<file path="src/adram_consts.svh">
// timing counts and field sizes for the strobe-driven memory controller
// assumes a 100 MHz sys_clk (10 ns period)
`ifndef ADRAM_CONSTS_SVH
`define ADRAM_CONSTS_SVH
`define ADRAM_CLK_NS 10
// row-strobe low to column-strobe low, least 30 ns, cycles rounded up
`define ADRAM_RCD_NS 30
`define ADRAM_RCD_CYC ((`ADRAM_RCD_NS + `ADRAM_CLK_NS - 1) / `ADRAM_CLK_NS)
// column-strobe low width, least 70 ns; also covers column access time
`define ADRAM_CAS_NS 70
`define ADRAM_CAS_CYC ((`ADRAM_CAS_NS + `ADRAM_CLK_NS - 1) / `ADRAM_CLK_NS)
// column-strobe precharge in page mode, least 40 ns
`define ADRAM_CP_NS 40
`define ADRAM_CP_CYC ((`ADRAM_CP_NS + `ADRAM_CLK_NS - 1) / `ADRAM_CLK_NS)
// page cycle least 120 ns
`define ADRAM_PC_NS 120
`define ADRAM_PC_CYC ((`ADRAM_PC_NS + `ADRAM_CLK_NS - 1) / `ADRAM_CLK_NS)
// row-strobe low least 120 ns, high (precharge) least 80 ns
`define ADRAM_RAS_NS 120
`define ADRAM_RAS_CYC ((`ADRAM_RAS_NS + `ADRAM_CLK_NS - 1) / `ADRAM_CLK_NS)
`define ADRAM_RP_NS 80
`define ADRAM_RP_CYC ((`ADRAM_RP_NS + `ADRAM_CLK_NS - 1) / `ADRAM_CLK_NS)
// power-up hold of row strobe high, 100 us
`define ADRAM_PWR_US 100
`define ADRAM_PWR_CYC (`ADRAM_PWR_US * 1000 / `ADRAM_CLK_NS)
`define ADRAM_INIT_CYCLES 8
// refresh: 256 rows within 4 ms, so one row each 4 ms / 256, rounded down
`define ADRAM_REF_MS 4
`define ADRAM_ROWS 256
`define ADRAM_REF_CYC (`ADRAM_REF_MS * 1000000 / `ADRAM_CLK_NS / `ADRAM_ROWS)
`define ADRAM_PAGE_COLS 64
`define ADRAM_ROW_W 8
`define ADRAM_COL_W 6
`define ADRAM_DATA_W 8
`define ADRAM_NMOD 4
`endif

</file>
<file path="src/adram_pkg.sv">
// types shared by the strobe-driven memory controller
// assumes adram_consts.svh is on the include path
`include "adram_consts.svh"
package adram_pkg;
  // one user request: module select, row, column, write data
  typedef struct packed {
    logic write;
    logic [1:0] module_sel;
    logic [`ADRAM_ROW_W-1:0] row;
    logic [`ADRAM_COL_W-1:0] col;
    logic [`ADRAM_DATA_W-1:0] wdata;
  } adram_req_t;
  // pin group driven toward the memory modules
  typedef struct packed {
    logic rowStrobeN;
    logic [`ADRAM_NMOD-1:0] colStrobeN;
    logic writeEnableN;
    logic [`ADRAM_ROW_W-1:0] muxedAddressBus;
  } adram_pins_t;
  typedef enum logic [2:0] {
    ST_POWER = 3'b000,
    ST_IDLE = 3'b001,
    ST_RCD = 3'b010,
    ST_CASLO = 3'b011,
    ST_CASHI = 3'b100,
    ST_RASHI = 3'b101,
    ST_REFLO = 3'b110
  } adram_state_t;
endpackage
</file>
<file path="src/adram_counter.sv">
// down-counter used for every strobe delay of the controller
// assumes load and count come from logic on sys_clk
`timescale 1ns/10ps
`default_nettype none
module adram_counter (
  // clock and reset
  input wire logic sys_clk,
  input wire logic reset,
  // control
  input wire logic load,
  input wire logic [23:0] loadValue,
  // status
  output logic done
);
  logic [23:0] count_q;
  // reloads on load, otherwise runs down and sticks at zero
  always_ff @(posedge sys_clk or posedge reset) begin
    if (reset) begin
      count_q <= 24'h000000;
    end else if (load) begin
      count_q <= loadValue;
    end else if (count_q != 24'h000000) begin
      count_q <= count_q - 24'h000001;
    end
  end
  // done looks at the count only, so a caller that reloads on done forms no loop
  assign done = (count_q == 24'h000000);
endmodule
`default_nettype wire

</file>
<file path="src/adram_ctrl.sv">
// controller that drives a bank of strobe-addressed dynamic memory modules
// assumes modules share row strobe and address; one column strobe per module
`timescale 1ns/10ps
`default_nettype none
`include "adram_consts.svh"
module adram_ctrl (
  // clock and reset
  input wire logic sys_clk,
  input wire logic reset,
  // user request port
  input wire logic reqValid,
  input wire adram_pkg::adram_req_t req,
  input wire logic reqPageLast,
  output logic reqReady,
  output logic rdValid,
  output logic [`ADRAM_DATA_W-1:0] rdData,
  output logic initDone,
  // memory pins
  output adram_pkg::adram_pins_t pins,
  input wire logic [`ADRAM_DATA_W-1:0] dataIn,
  output logic [`ADRAM_DATA_W-1:0] dataOut,
  output logic dataOutEnN
);
  import adram_pkg::*;

  adram_state_t state_q;
  adram_req_t cur_q;
  logic [7:0] initCnt_q, refRow_q;
  logic [6:0] pageCnt_q;
  logic refPend_q, pageOpen_q, pwrLoaded_q, dly_ld, ref_ld;
  logic [23:0] dly_val;
  logic dlyDone, refTick;
  logic [`ADRAM_DATA_W-1:0] dq1_q, dq2_q;

  function automatic logic [23:0] cyc(input int n);
    cyc = 24'(n);
  endfunction

  // a page continuation needs the open row and the same access kind
  function automatic logic pageHit(input adram_req_t r, input adram_req_t c);
    pageHit = (r.row == c.row) && (r.write == c.write);
  endfunction

  // strobe delay timer
  adram_counter u_dly (.sys_clk(sys_clk), .reset(reset), .load(dly_ld), .loadValue(dly_val), .done(dlyDone));
  // refresh interval timer, one row per tick
  adram_counter u_ref (.sys_clk(sys_clk), .reset(reset), .load(ref_ld), .loadValue(cyc(`ADRAM_REF_CYC - 1)),
    .done(refTick));
  assign ref_ld = refTick;

  // refresh request is sticky; a new tick wins over the clear
  always_ff @(posedge sys_clk or posedge reset) begin
    if (reset) begin
      refPend_q <= 1'b0;
    end else if (refTick && initDone) begin
      refPend_q <= 1'b1;
    end else if (state_q == ST_REFLO && dlyDone) begin
      refPend_q <= 1'b0;
    end
  end

  // data line synchroniser: pins are another domain
  always_ff @(posedge sys_clk or posedge reset) begin
    if (reset) begin
      dq1_q <= 8'h00;
      dq2_q <= 8'h00;
    end else begin
      dq1_q <= dataIn;
      dq2_q <= dq1_q;
    end
  end

  assign reqReady = initDone && !refPend_q &&
    ((state_q == ST_IDLE) || (state_q == ST_CASHI && pageOpen_q && dlyDone && pageHit(req, cur_q)));

  // main sequencer
  always_ff @(posedge sys_clk or posedge reset) begin
    if (reset) begin
      state_q <= ST_POWER;
      cur_q <= '0;
      initCnt_q <= 8'h00;
      refRow_q <= 8'h00;
      pageCnt_q <= 7'h00;
      pageOpen_q <= 1'b0;
      initDone <= 1'b0;
      rdValid <= 1'b0;
      rdData <= 8'h00;
      pins <= '{rowStrobeN: 1'b1, colStrobeN: 4'hF, writeEnableN: 1'b1, muxedAddressBus: 8'h00};
      dataOut <= 8'h00;
      dataOutEnN <= 1'b1;
    end else begin
      rdValid <= 1'b0;
      unique case (state_q)
        ST_POWER: if (dlyDone && pwrLoaded_q) begin
          pins.rowStrobeN <= 1'b0;
          pins.muxedAddressBus <= refRow_q;
          state_q <= ST_REFLO;
        end
        ST_IDLE: if (refPend_q) begin
          pins.rowStrobeN <= 1'b0;
          pins.muxedAddressBus <= refRow_q;
          state_q <= ST_REFLO;
        end else if (reqValid) begin
          cur_q <= req;
          pins.rowStrobeN <= 1'b0;
          pins.muxedAddressBus <= req.row;
          pins.writeEnableN <= !req.write;
          dataOut <= req.wdata;
          dataOutEnN <= !req.write;
          pageCnt_q <= 7'h00;
          state_q <= ST_RCD;
        end
        ST_RCD: if (dlyDone) begin
          pins.muxedAddressBus <= {2'b00, cur_q.col};
          pins.colStrobeN[cur_q.module_sel] <= 1'b0;
          state_q <= ST_CASLO;
        end
        ST_CASLO: if (dlyDone) begin
          if (!cur_q.write) begin
            rdData <= dq2_q;
            rdValid <= 1'b1;
          end
          pins.colStrobeN <= 4'hF;
          pageOpen_q <= !reqPageLast && (pageCnt_q < 7'(`ADRAM_PAGE_COLS - 1));
          state_q <= ST_CASHI;
        end
        ST_CASHI: if (dlyDone) begin
          if (pageOpen_q && reqValid && !refPend_q && pageHit(req, cur_q)) begin
            // column and data go out a cycle before the strobe falls, for data setup
            cur_q <= req;
            dataOut <= req.wdata;
            pageCnt_q <= pageCnt_q + 7'h01;
            pins.muxedAddressBus <= {2'b00, req.col};
            state_q <= ST_RCD;
          end else begin
            pins.rowStrobeN <= 1'b1;
            pins.writeEnableN <= 1'b1;
            dataOutEnN <= 1'b1;
            pageOpen_q <= 1'b0;
            state_q <= ST_RASHI;
          end
        end
        ST_REFLO: if (dlyDone) begin
          pins.rowStrobeN <= 1'b1;
          refRow_q <= refRow_q + 8'h01;
          if (!initDone) begin
            initCnt_q <= initCnt_q + 8'h01;
          end
          state_q <= ST_RASHI;
        end
        ST_RASHI: if (dlyDone) begin
          if (initCnt_q == 8'(`ADRAM_INIT_CYCLES)) begin
            initDone <= 1'b1;
          end
          state_q <= (initDone || initCnt_q == 8'(`ADRAM_INIT_CYCLES)) ? ST_IDLE : ST_POWER;
        end
        default: state_q <= ST_IDLE;
      endcase
    end
  end

  // delay loads on each state change but the return to idle; hold RAS wide enough for page cycle too
  always_comb begin
    dly_ld = 1'b0;
    dly_val = 24'h000000;
    unique case (state_q)
      ST_IDLE: begin
        dly_ld = refPend_q || reqValid;
        dly_val = refPend_q ? cyc(`ADRAM_RAS_CYC - 1) : cyc(`ADRAM_RCD_CYC - 1);
      end
      ST_RCD: begin
        dly_ld = dlyDone;
        dly_val = cyc(`ADRAM_CAS_CYC + 2); // two extra cycles carry read data through the two-flop sync
      end
      ST_CASLO: begin
        dly_ld = dlyDone;
        dly_val = cyc(`ADRAM_CP_CYC - 1); // column precharge; the page cycle then exceeds its minimum
      end
      ST_CASHI: begin
        dly_ld = dlyDone;
        dly_val = cyc(`ADRAM_RP_CYC - 1);
        if (pageOpen_q && reqValid && !refPend_q && pageHit(req, cur_q)) begin
          dly_val = 24'h000000; // one setup cycle before the column strobe falls
        end
      end
      ST_REFLO: begin
        dly_ld = dlyDone;
        dly_val = cyc(`ADRAM_RP_CYC - 1);
      end
      ST_RASHI: begin
        dly_ld = dlyDone && !initDone && initCnt_q != 8'(`ADRAM_INIT_CYCLES);
        dly_val = 24'h000000;
      end
      ST_POWER: begin
        dly_ld = !pwrLoaded_q || dlyDone;
        // first the long wait, then the row-strobe low width of each start-up cycle
        dly_val = pwrLoaded_q ? cyc(`ADRAM_RAS_CYC - 1) : cyc(`ADRAM_PWR_CYC - 1);
      end
      default: begin
        dly_ld = 1'b0;
      end
    endcase
  end

  // power-up wait is loaded once, in the first cycle after reset
  always_ff @(posedge sys_clk or posedge reset) begin
    if (reset) begin
      pwrLoaded_q <= 1'b0;
    end else begin
      pwrLoaded_q <= 1'b1;
    end
  end
endmodule
`default_nettype wire

</file>
<file path="config.mk">
export PLATFORM = sky130hd
export DESIGN_NAME = adram_ctrl
export DESIGN_NICKNAME = d
export VERILOG_FILES = /design/src/adram_pkg.sv /design/src/adram_counter.sv /design/src/adram_ctrl.sv
export VERILOG_INCLUDE_DIRS = /design/src /design/src/src
export SDC_FILE = /design/constraint.sdc
export NUM_CORES = 1
export LEC_CHECK = 0
export BUFFER_PORTS_ARGS = -buffer_cell sky130_fd_sc_hd__buf_2
export CAP_MARGIN = 20
export CELL_PAD_IN_SITES_DETAIL_PLACEMENT = 1
export CELL_PAD_IN_SITES_GLOBAL_PLACEMENT = 2
export CORE_ASPECT_RATIO = 1.1
export CORE_MARGIN = 2
export CORE_UTILIZATION = 39
export DETAILED_ROUTE_END_ITERATION = 16
export GPL_TIMING_DRIVEN = 0
export PLACE_DENSITY_LB_ADDON = 0.1
export SYNTH_ARGS = -nofsm -noshare
export SYNTH_HDL_FRONTEND = slang
export SYNTH_SLANG_ARGS = --single-unit
</file>
<file path="constraint.sdc">
create_clock -name sys_clk -period 4.65 [get_ports sys_clk]
set_input_delay 0 -clock sys_clk [delete_from_list [all_inputs] [get_ports sys_clk]]
set_output_delay 0 -clock sys_clk [all_outputs]
set_load 0.005 [all_outputs]
</file>
==> metrics.txt, run 1 <==
post-synth cell types=66; worst vdd ir=0.245 mV; CTS resizes=0; prevailing post-synth register cell=dfrtp_1; final hold vios=0; status=complete, no violations; Final Cycle Share=approximately two thirds; DR pass1 iterations=4; power per standard cell area=478 nW/um^2; Root Buffer=clkbuf_16; Yosys reg bits=around 140; normalized max-slew margin=41.3%; share of cells above drive strength 1=between 20% and 30%; Iter 0 DRT Violations=around 160; Synth async-reset ratio=100%; vias in the first global route=about 5400; clock net sink count=between 100 and 150; total number of vias=5007; worst slack at placement=1690 ps; Least-Margin Pin Slew=about 900 ps; Worst path max stage delay=approximately 430 ps; Final GP Congestion=0.774; fin util=between 40% and 50%; H-tree Lvls=4; core area=around 17000 sq um; DRC Markers=0; final net count=roughly 760; Critical Path RT=4650 ps; DIE HEIGHT=about 140 um; antenna fix cells=0; routed wire length=roughly 17000 um; fillers=around 1800; post-CTS setup buffers=0; Synth Cell Area=~6700 sq um; most common cell after layout, fill and taps aside=dfrtp_1; Synth warnings=0; type of the tightest min-delay check=in -> reg; Final Max Tran Viols=0; Post-Layout Cell Count=~930; multi-input logic area=2970 sq um; crit-path cells=inv_1 > ha_1 > nor4b_2 > and4b_1 > clkbuf_1 > nand2_2 > nor3_1 > and3_1 > o21a_1 > buf_2; cell taking the most area after synthesis=dfrtp_1; most frequent cells in the layout=dfrtp_1 (136), buf_2 (78), nor2_1 (58); CTS Buffer Depth=2; Synth area leaders=dfrtp_1 (51%), mux2_2 (6.1%), xnor2_1 (4.7%); Starting Density=between 30% and 40%; FF/Latch Area=3560 sq um; Tot Pwr=3.93 mW; IO Pins=71; Finished Cell Area=a little over 8000 sq um; Net Count, Synth=approximately 630; post-detailed-route count of antenna-violating nets=0; Inst Count DP=slightly below 900; Site Rows=50; cts bufs inserted=17; TritonCTS clock tree=yes; reg2reg setup slack=1700 ps; wire per inst=17.9 um; crit path time final=approximately 3000 ps; crit path max fanout=10; first-pass GRT wire length=between 20000 and 30000 um; # hold bufs at CTS=35; Mapped Cells=~590; element type at the critical path end=output port; Fin Setup TNS=0 ps; Crit-path slowest cell=nor3_1; WHS=about 110 ps; area added between synthesis and finish=23.4%; area of placed instances=between 7000 and 8000 sq um; aggregate global routing overflow=0; Setup WS post-layout=~1600 ps; die area=18100 sq um; largest net degree at the start of global routing=between 70 and 80; FMAX=0.325 GHz; maxcap violations=0; CP Class=reg -> out; RSZ-0062 raised after global routing=false; startpoint types=flop; Seq/Total Area, Yosys=53.4%; Worst-path clk slew=70 ps; Detail Placement HPWL=between 10000 and 15000 um; Via-to-Cell Ratio=5.37; leakage=slightly below 4 nW; WP data arrival=a little over 3000 ps; Synth top area share=51.1%; final setup fails=0; Final Skew=6.22 ps; Avg Cell Area, Syn=around 11 sq um; GRT Total Usage=about a fifth; die width=between 100 and 150 um; IO Port Bufs=70; initial antenna violation count=0; Clock Latency Late Sink=around 430 ps; Post-synth EDFFs=0
cell type report:
cell class / count / share of cell area [%]
Buffer: 15 / 0.852
Clock buffer: 17 / 5.17
Clock inverter: 15 / 1.72
Inverter: 18 / 0.882
Multi-Input combinational cell: 412 / 36.1
Sequential cell: 142 / 43.3
Tap cell: 208 / 3.16
Timing Repair Buffer: 106 / 8.85
cell usage after synthesis, types with 11 or more instances:
library cell and count:
nand2_1 46, xnor2_1 36, a21oi_1 11, mux2_2 36, o21ai_0 18, dfrtp_1 136
inv_1 17, or4_1 12, xor2_1 23, nand4_1 11, nor3_1 16, nand3_1 25
nor2_1 58
worst max-delay path, delay by kind of cell, from the launching register on:
kind / cells / cell delay (ps)
buf+inv: 3 / 480
fa+ha+maj: 1 / 170
flops: 1 / 410
simple gates: 5 / 1450
compound gates: 1 / 140
state kept, by name, summed over array words and instances, names as in the netlist, 3 cells and up:
register and cells:
cur_q 17, dataOut 8, dq1_q 8, dq2_q 8, initCnt_q 8, pageCnt_q 7, pins 14, rdData 8
refRow_q 8, state_q 3, u_dly.count_q 24, u_ref.count_q 24
worst paths after layout:
kind	start	endpoint	cells past startpoint
max	u_dly.count_q[0]	reqReady	10
min	reqValid	pageCnt_q[2]	5
max reg2reg	state_q[1]	cur_q[20]	7
min reg2reg	dq1_q[2]	dq2_q[2]	0
max in group asynchronous	reset	pins[13]	4
min in group asynchronous	reset	u_dly.count_q[9]	3
report_power, final:
| group | internal, mW | switching (mW) | total, mW |
|---|---|---|---|
| registers | 1.47 | 0.209 | 1.68 |
| logic | 0.472 | 0.473 | 0.945 |
| clock network | 0.711 | 0.600 | 1.31 |
| total | 2.65 | 1.28 | 3.93 |
routing by layer:
layer / GRT usage [%] / routed length (um) / part of all wire [%] / up-vias
met4: 6.24 / 245 / 1.5 / 0
met2: 33.7 / 8580 / 51 / 92
li1: - / - / - / 2346
met3: 4.63 / 594 / 3.6 / 21
met1: 24.9 / 7280 / 44 / 2548
met5: 0 / 0 / 0 / -
logic make-up (layout without fill, tap and decap cells):
group	count (synthesis)	in the layout	synth area share [%]
simple gates	223	223	18.8
flops	142	142	53.4
compound gates	76	76	8.34
xor+xnor	59	59	7.75
mux	45	45	8.04
buf+inv	33	171	2.07
fa+ha+maj	8	8	1.50
other cells	1	1	0.0563
Power figures use the tool's default switching activity.
==> run 2: changes to the inputs <==
--- a/config.mk
+++ b/config.mk
@@ -6,13 +6,14 @@
 export SDC_FILE = /design/constraint.sdc
 export NUM_CORES = 1
 export LEC_CHECK = 0
+export ABC_AREA = 1
 export BUFFER_PORTS_ARGS = -buffer_cell sky130_fd_sc_hd__buf_2
 export CAP_MARGIN = 20
 export CELL_PAD_IN_SITES_DETAIL_PLACEMENT = 1
 export CELL_PAD_IN_SITES_GLOBAL_PLACEMENT = 2
 export CORE_ASPECT_RATIO = 1.1
 export CORE_MARGIN = 2
-export CORE_UTILIZATION = 39
+export CORE_UTILIZATION = 32
 export DETAILED_ROUTE_END_ITERATION = 16
 export GPL_TIMING_DRIVEN = 0
 export PLACE_DENSITY_LB_ADDON = 0.1
==> constraint.sdc (replaced) <==
create_clock -name sys_clk -period 2.7 [get_ports sys_clk]
set_input_delay 0 -clock sys_clk [delete_from_list [all_inputs] [get_ports sys_clk]]
set_output_delay 0 -clock sys_clk [all_outputs]
set_load 0.005 [all_outputs]
==> metrics.txt, run 2 <==
type of the tightest min-delay check=in -> async; Inst Count DP=1251; wire per inst=15.2 um; Synth area leaders=dfrtp_1 (48%), nand2_1 (14%), nor2_1 (5.6%); # hold bufs at CTS=35; most frequent cells in the layout=nand2_1 (258), dfrtp_1 (136), nor2_1 (106); Net Count, Synth=around 930; final net count=1055; IO Port Bufs=70; Seq/Total Area, Yosys=between 40% and 50%; post-detailed-route count of antenna-violating nets=0; crit path time final=between 2000 and 2500 ps; Clock Latency Late Sink=around 440 ps; power per standard cell area=a little over 900 nW/um^2; routed wire length=about 20000 um; Iter 0 DRT Violations=roughly 280; antenna fix cells=0; share of cells above drive strength 1=between 10% and 20%; Least-Margin Pin Slew=between 700 and 800 ps; Synth Cell Area=approximately 7000 sq um; area added between synthesis and finish=24.8%; Final Max Tran Viols=0; worst vdd ir=around 0.48 mV; Via-to-Cell Ratio=~4.7; total number of vias=~6100; Worst-path clk slew=about 70 ps; FMAX=0.430 GHz; clock power share=between 20 and 30%; initial antenna violation count=0; core area=22000 sq um; Finished Cell Area=a little under 9000 sq um; Root Buffer=clkbuf_16; Tot Pwr=between 8 and 9 mW; Flop pwr share=a little over a third; Critical Path RT=roughly 3000 ps; aggregate global routing overflow=0; Synth top area share=around 48%; cell taking the most area after synthesis=dfrtp_1; final setup fails=0; most common cell after layout, fill and taps aside=nand2_1; Post-synth EDFFs=0; crit path max fanout=9; Final Cycle Share=a little under nine tenths; final hold vios=0; status=complete, no violations; Starting Density=32.5%; Detail Placement HPWL=roughly 15000 um; fin util=roughly two fifths; Switch Pwr=3.37 mW; Synth warnings=0; Largest regs=u_dly.count_q (24), u_ref.count_q (24), cur_q (17); Int Pwr=between 4 and 5 mW; Synth async-reset ratio=between 90% and 100%; cts bufs inserted=17; Avg Cell Area, Syn=8.08 sq um; maxcap violations=0; first-pass GRT wire length=approximately 34000 um; Final GP Congestion=about 0.78; CTS Buffer Depth=2; RSZ-0062 raised after global routing=false; CP Class=reg -> reg; Post-Layout Cell Count=1318; combinational group share of total power=35.2%; clock net sink count=about 140; Site Rows=between 50 and 60; GRT Total Usage=18.3%; element type at the critical path end=flop; IO Pins=71; WP data arrival=approximately 2700 ps; area of placed instances=7930 sq um; H-tree Lvls=4; post-synth cell types=43; Sw Ratio=41.0%; DRC Markers=0; count leader, synth=nand2_1; DIE HEIGHT=roughly 160 um; Yosys reg bits=142; startpoint types=flop; DR pass1 iterations=4; commonest cells in the netlist=nand2_1 (258), dfrtp_1 (136), nor2_1 (106); die area=23500 sq um; vias in the first global route=6563; die width=146 um; largest net degree at the start of global routing=38; prevailing post-synth register cell=dfrtp_1; Final Skew=approximately 11 ps; post-CTS setup buffers=0; Mapped Cells=a little under 900; TritonCTS clock tree=yes; leakage=between 4 and 5 nW; CTS resizes=0; normalized max-slew margin=roughly 48%
## run 2: cell types whose count changed in the layout (fill, tap and decap cells not counted), sizes merged, moves of 13 or more
cell	previous run	this run
a21oi	13	29
inv	29	104
mux2	44	1
nand2	47	266
nand3	26	51
nor2	61	126
o21ai	19	42
or4	13	0
xnor2	36	15
## run 2: critical path, cell delays in order (launching register included)
cell,delay (ps)
dfrtp_1,400
inv_1,150
ha_1,210
inv_1,50
nor2_1,70
nand2_1,60
nor2_2,150
nand3_4,170
o21ai_1,210
nand2_1,140
nor2_4,290
nand2_4,170
nand2_1,100
nand2_1,50
## run 2: final timing paths
check / start / endpoint / slack (ps) / cells after the start
max reg2reg: u_dly.count_q[0] / pins[1] / 370 / 13
min: reset / u_dly.count_q[19] / 40 / 3
max: u_dly.count_q[0] / pins[1] / 370 / 13
min reg2reg: dq1_q[5] / dq2_q[5] / 350 / 0
min in group sys_clk: dataIn[4] / dq1_q[4] / 200 / 2
max in group asynchronous: reset / pins[8] / 1890 / 5
## run 2: kinds of logic after synthesis
| kind of cell | share of synthesized area (%) |
|---|---|
| compound gates | 6.81 |
| xor+xnor | 4.91 |
| fa+ha+maj | 1.40 |
| buf+inv | 6.25 |
| flops | 49.9 |
| mux | 0.158 |
| other cells | 0.0526 |
| simple gates | 30.5 |
## run 2: layer usage
layer / track usage [%] / routed length, um / vias up
li1: - / - / 3059
met1: 23.3 / 9450 / 3015
met2: 32.1 / 10100 / 61
met3: 2.98 / 378 / 11
met4: 5.16 / 193 / 0
met5: 0 / 0 / -
## run 2: layout make-up
cell class              instances  area (sq um)
fillers                      2727         13100
inverters                      97           368
clock inverters                15           189
flip-flops and latches        142          3560
clock buffers                  17           425
repair buffers                109           781
multi-input cells             631          3120
plain buffers                  12          81.3
well taps                     295           369
## run 2: power by group through the flow
stage          Combinational (mW)  Clock [mW]  Sequential [mW]
2_1_floorplan                2.02           0             2.90
3_3_place_gp                 2.84           0             2.96
3_5_place_dp                 2.88           0             2.96
4_1_cts                      2.95        2.49             2.93
5_1_grt                      3.35        2.57             2.99
6_report                     2.90        2.40             2.92
## run 2: metrics by stage
| step | setup slack, ps | hold slack (ps) | TNS, ps |
|---|---|---|---|
| detailed placement | 363 | -53.0 | 0 |
| floorplan | 829 | 31.4 | 0 |
| global route | 78.7 | 34.5 | 0 |
| global placement | -225 | 108 | -27640 |
| CTS | 350 | 27.9 | 0 |
| finish | 374 | 40.0 | 0 |
==> run 3: changes to the inputs <==
--- a/config.mk
+++ b/config.mk
@@ -13,9 +13,11 @@
 export CELL_PAD_IN_SITES_GLOBAL_PLACEMENT = 2
 export CORE_ASPECT_RATIO = 1.1
 export CORE_MARGIN = 2
-export CORE_UTILIZATION = 32
+export CORE_UTILIZATION = 33
+export CTS_BUF_LIST = sky130_fd_sc_hd__clkbuf_4
 export DETAILED_ROUTE_END_ITERATION = 16
 export GPL_TIMING_DRIVEN = 0
+export HOLD_SLACK_MARGIN = 0.05
 export PLACE_DENSITY_LB_ADDON = 0.1
 export SYNTH_ARGS = -nofsm -noshare
 export SYNTH_HDL_FRONTEND = slang
==> metrics.txt, run 3 (synthesized netlist as in run 2, its figures left out) <==
DR pass1 iterations=4; Setup WS post-layout=approximately 280 ps; TritonCTS clock tree=yes; Iter 0 DRT Violations=roughly 170; area added between synthesis and finish=21.3%; vias in the first global route=~6300; fillers=roughly 2700; RSZ-0062 raised after global routing=false; initial antenna violation count=1; Critical Path RT=between 3000 and 4000 ps; element type at the critical path end=flop; largest net degree at the start of global routing=40; Final Cycle Share=~90%; wire per inst=approximately 15 um; final setup fails=0; crit path time final=2420 ps; post-CTS setup buffers=0; Clock Latency Late Sink=around 580 ps; Least-Margin Pin Slew=around 800 ps; share of cells above drive strength 1=around 16%; normalized max-slew margin=45.1%; leakage=4.37 nW; crit path max fanout=7; H-tree Lvls=4; Root Buffer=clkbuf_4; area of placed instances=7910 sq um; Final Skew=29.7 ps; Via-to-Cell Ratio=around 4.6; WP data arrival=2940 ps; clock net sink count=between 100 and 150; die width=~140 um; first-pass GRT wire length=32600 um; cts bufs inserted=17; most common cell after layout, fill and taps aside=nand2_1; Finished Cell Area=8650 sq um; most frequent cells in the layout=nand2_1 (258), dfrtp_1 (136), nor2_1 (106); startpoint types=flop; total number of vias=approximately 6100; worst slack at placement=a little under 300 ps; aggregate global routing overflow=0; final net count=between 1000 and 1500; IO Pins=71; DIE HEIGHT=158 um; Final GP Congestion=0.730; Final Max Tran Viols=0; DRC Markers=0; Detail Placement HPWL=14600 um; CTS Buffer Depth=2; worst vdd ir=slightly above 0.3 mV; CP Class=reg -> reg; maxcap violations=0; Site Rows=56; status=complete, no violations; power per standard cell area=between 800 and 900 nW/um^2; Largest regs=u_dly.count_q (24), u_ref.count_q (24), cur_q (17); Worst-path clk slew=~160 ps; routed wire length=roughly 20000 um; type of the tightest min-delay check=in -> async; IO Port Bufs=70; post-detailed-route count of antenna-violating nets=0; FMAX=about 0.41 GHz; Starting Density=33.5%; die area=between 20000 and 25000 sq um; final hold vios=0; core area=around 21000 sq um; Fin Setup TNS=0 ps; GRT Total Usage=between 15 and 20%
==> run 3: worst max-delay path, cell delays in order (launching register included) <==
cell           delay, ps
dfrtp_1              430
inv_2                100
ha_1                 210
inv_1                 50
nor2_1                90
nand2_1               60
nor2_2               150
nand3_4              160
nand2_1              110
inv_2                 70
nor2_4               120
o21ai_1              120
o21ai_0              150
dlygate4sd3_1        560
==> run 3: routing by layer <==
| metal | track usage [%] | routed length [um] |
|---|---|---|
| met4 | 5.32 | 230 |
| met1 | 24.0 | 9020 |
| met2 | 32.0 | 9980 |
| met3 | 2.93 | 419 |
| met5 | 0 | 0 |
==> run 3: timing repair <==
item	CTS	global route
endpoints found under the setup margin	0	1
hold buffers	44	1
gates resized for setup	0	2
hold endpoints to repair	80	1
==> run 3: stage by stage <==
stage          hold WS [ps]  total power [mW]  utilization, %  instances
5_1_grt                 139              7.92            40.6       1323
4_1_cts                50.5              7.40            40.5       1321
3_3_place_gp            108              5.78            36.8       1242
6_report                114              7.24            40.6       1323
2_1_floorplan          31.4              4.92               -        882
3_5_place_dp            110              5.83            37.1       1245
==> run 3: cell type report <==
class / count / area, sq um / area share (%)
inverters: 97 / 368 / 4.25
well taps: 290 / 363 / 4.19
multi-input cells: 631 / 3120 / 36.1
repair buffers: 118 / 861 / 9.95
clock buffers: 17 / 128 / 1.48
clock inverters: 15 / 161 / 1.87
plain buffers: 12 / 81.3 / 0.940
flip-flops and latches: 142 / 3560 / 41.2
diodes: 1 / 2.50 / 0.0289
==> run 3: path summary, 6_finish.rpt <==
check / end / from / depth (start not counted) / slack [ps]
hold reg to reg: dq2_q[3] / dq1_q[3] / 0 / 360
min in group sys_clk: dataOut[3] / req[3] / 4 / 150
setup reg to reg: pins[8] / u_dly.count_q[0] / 13 / 280
setup / recovery: pins[8] / u_dly.count_q[0] / 13 / 280
max in group asynchronous: pins[13] / reset / 4 / 1830
hold / removal: u_dly.count_q[12] / reset / 3 / 110
==> run 3: power by group <==
| part | switching (mW) | internal [mW] |
|---|---|---|
| registers | 0.349 | 2.57 |
| clock network | 0.888 | 0.560 |
| logic | 1.84 | 1.03 |
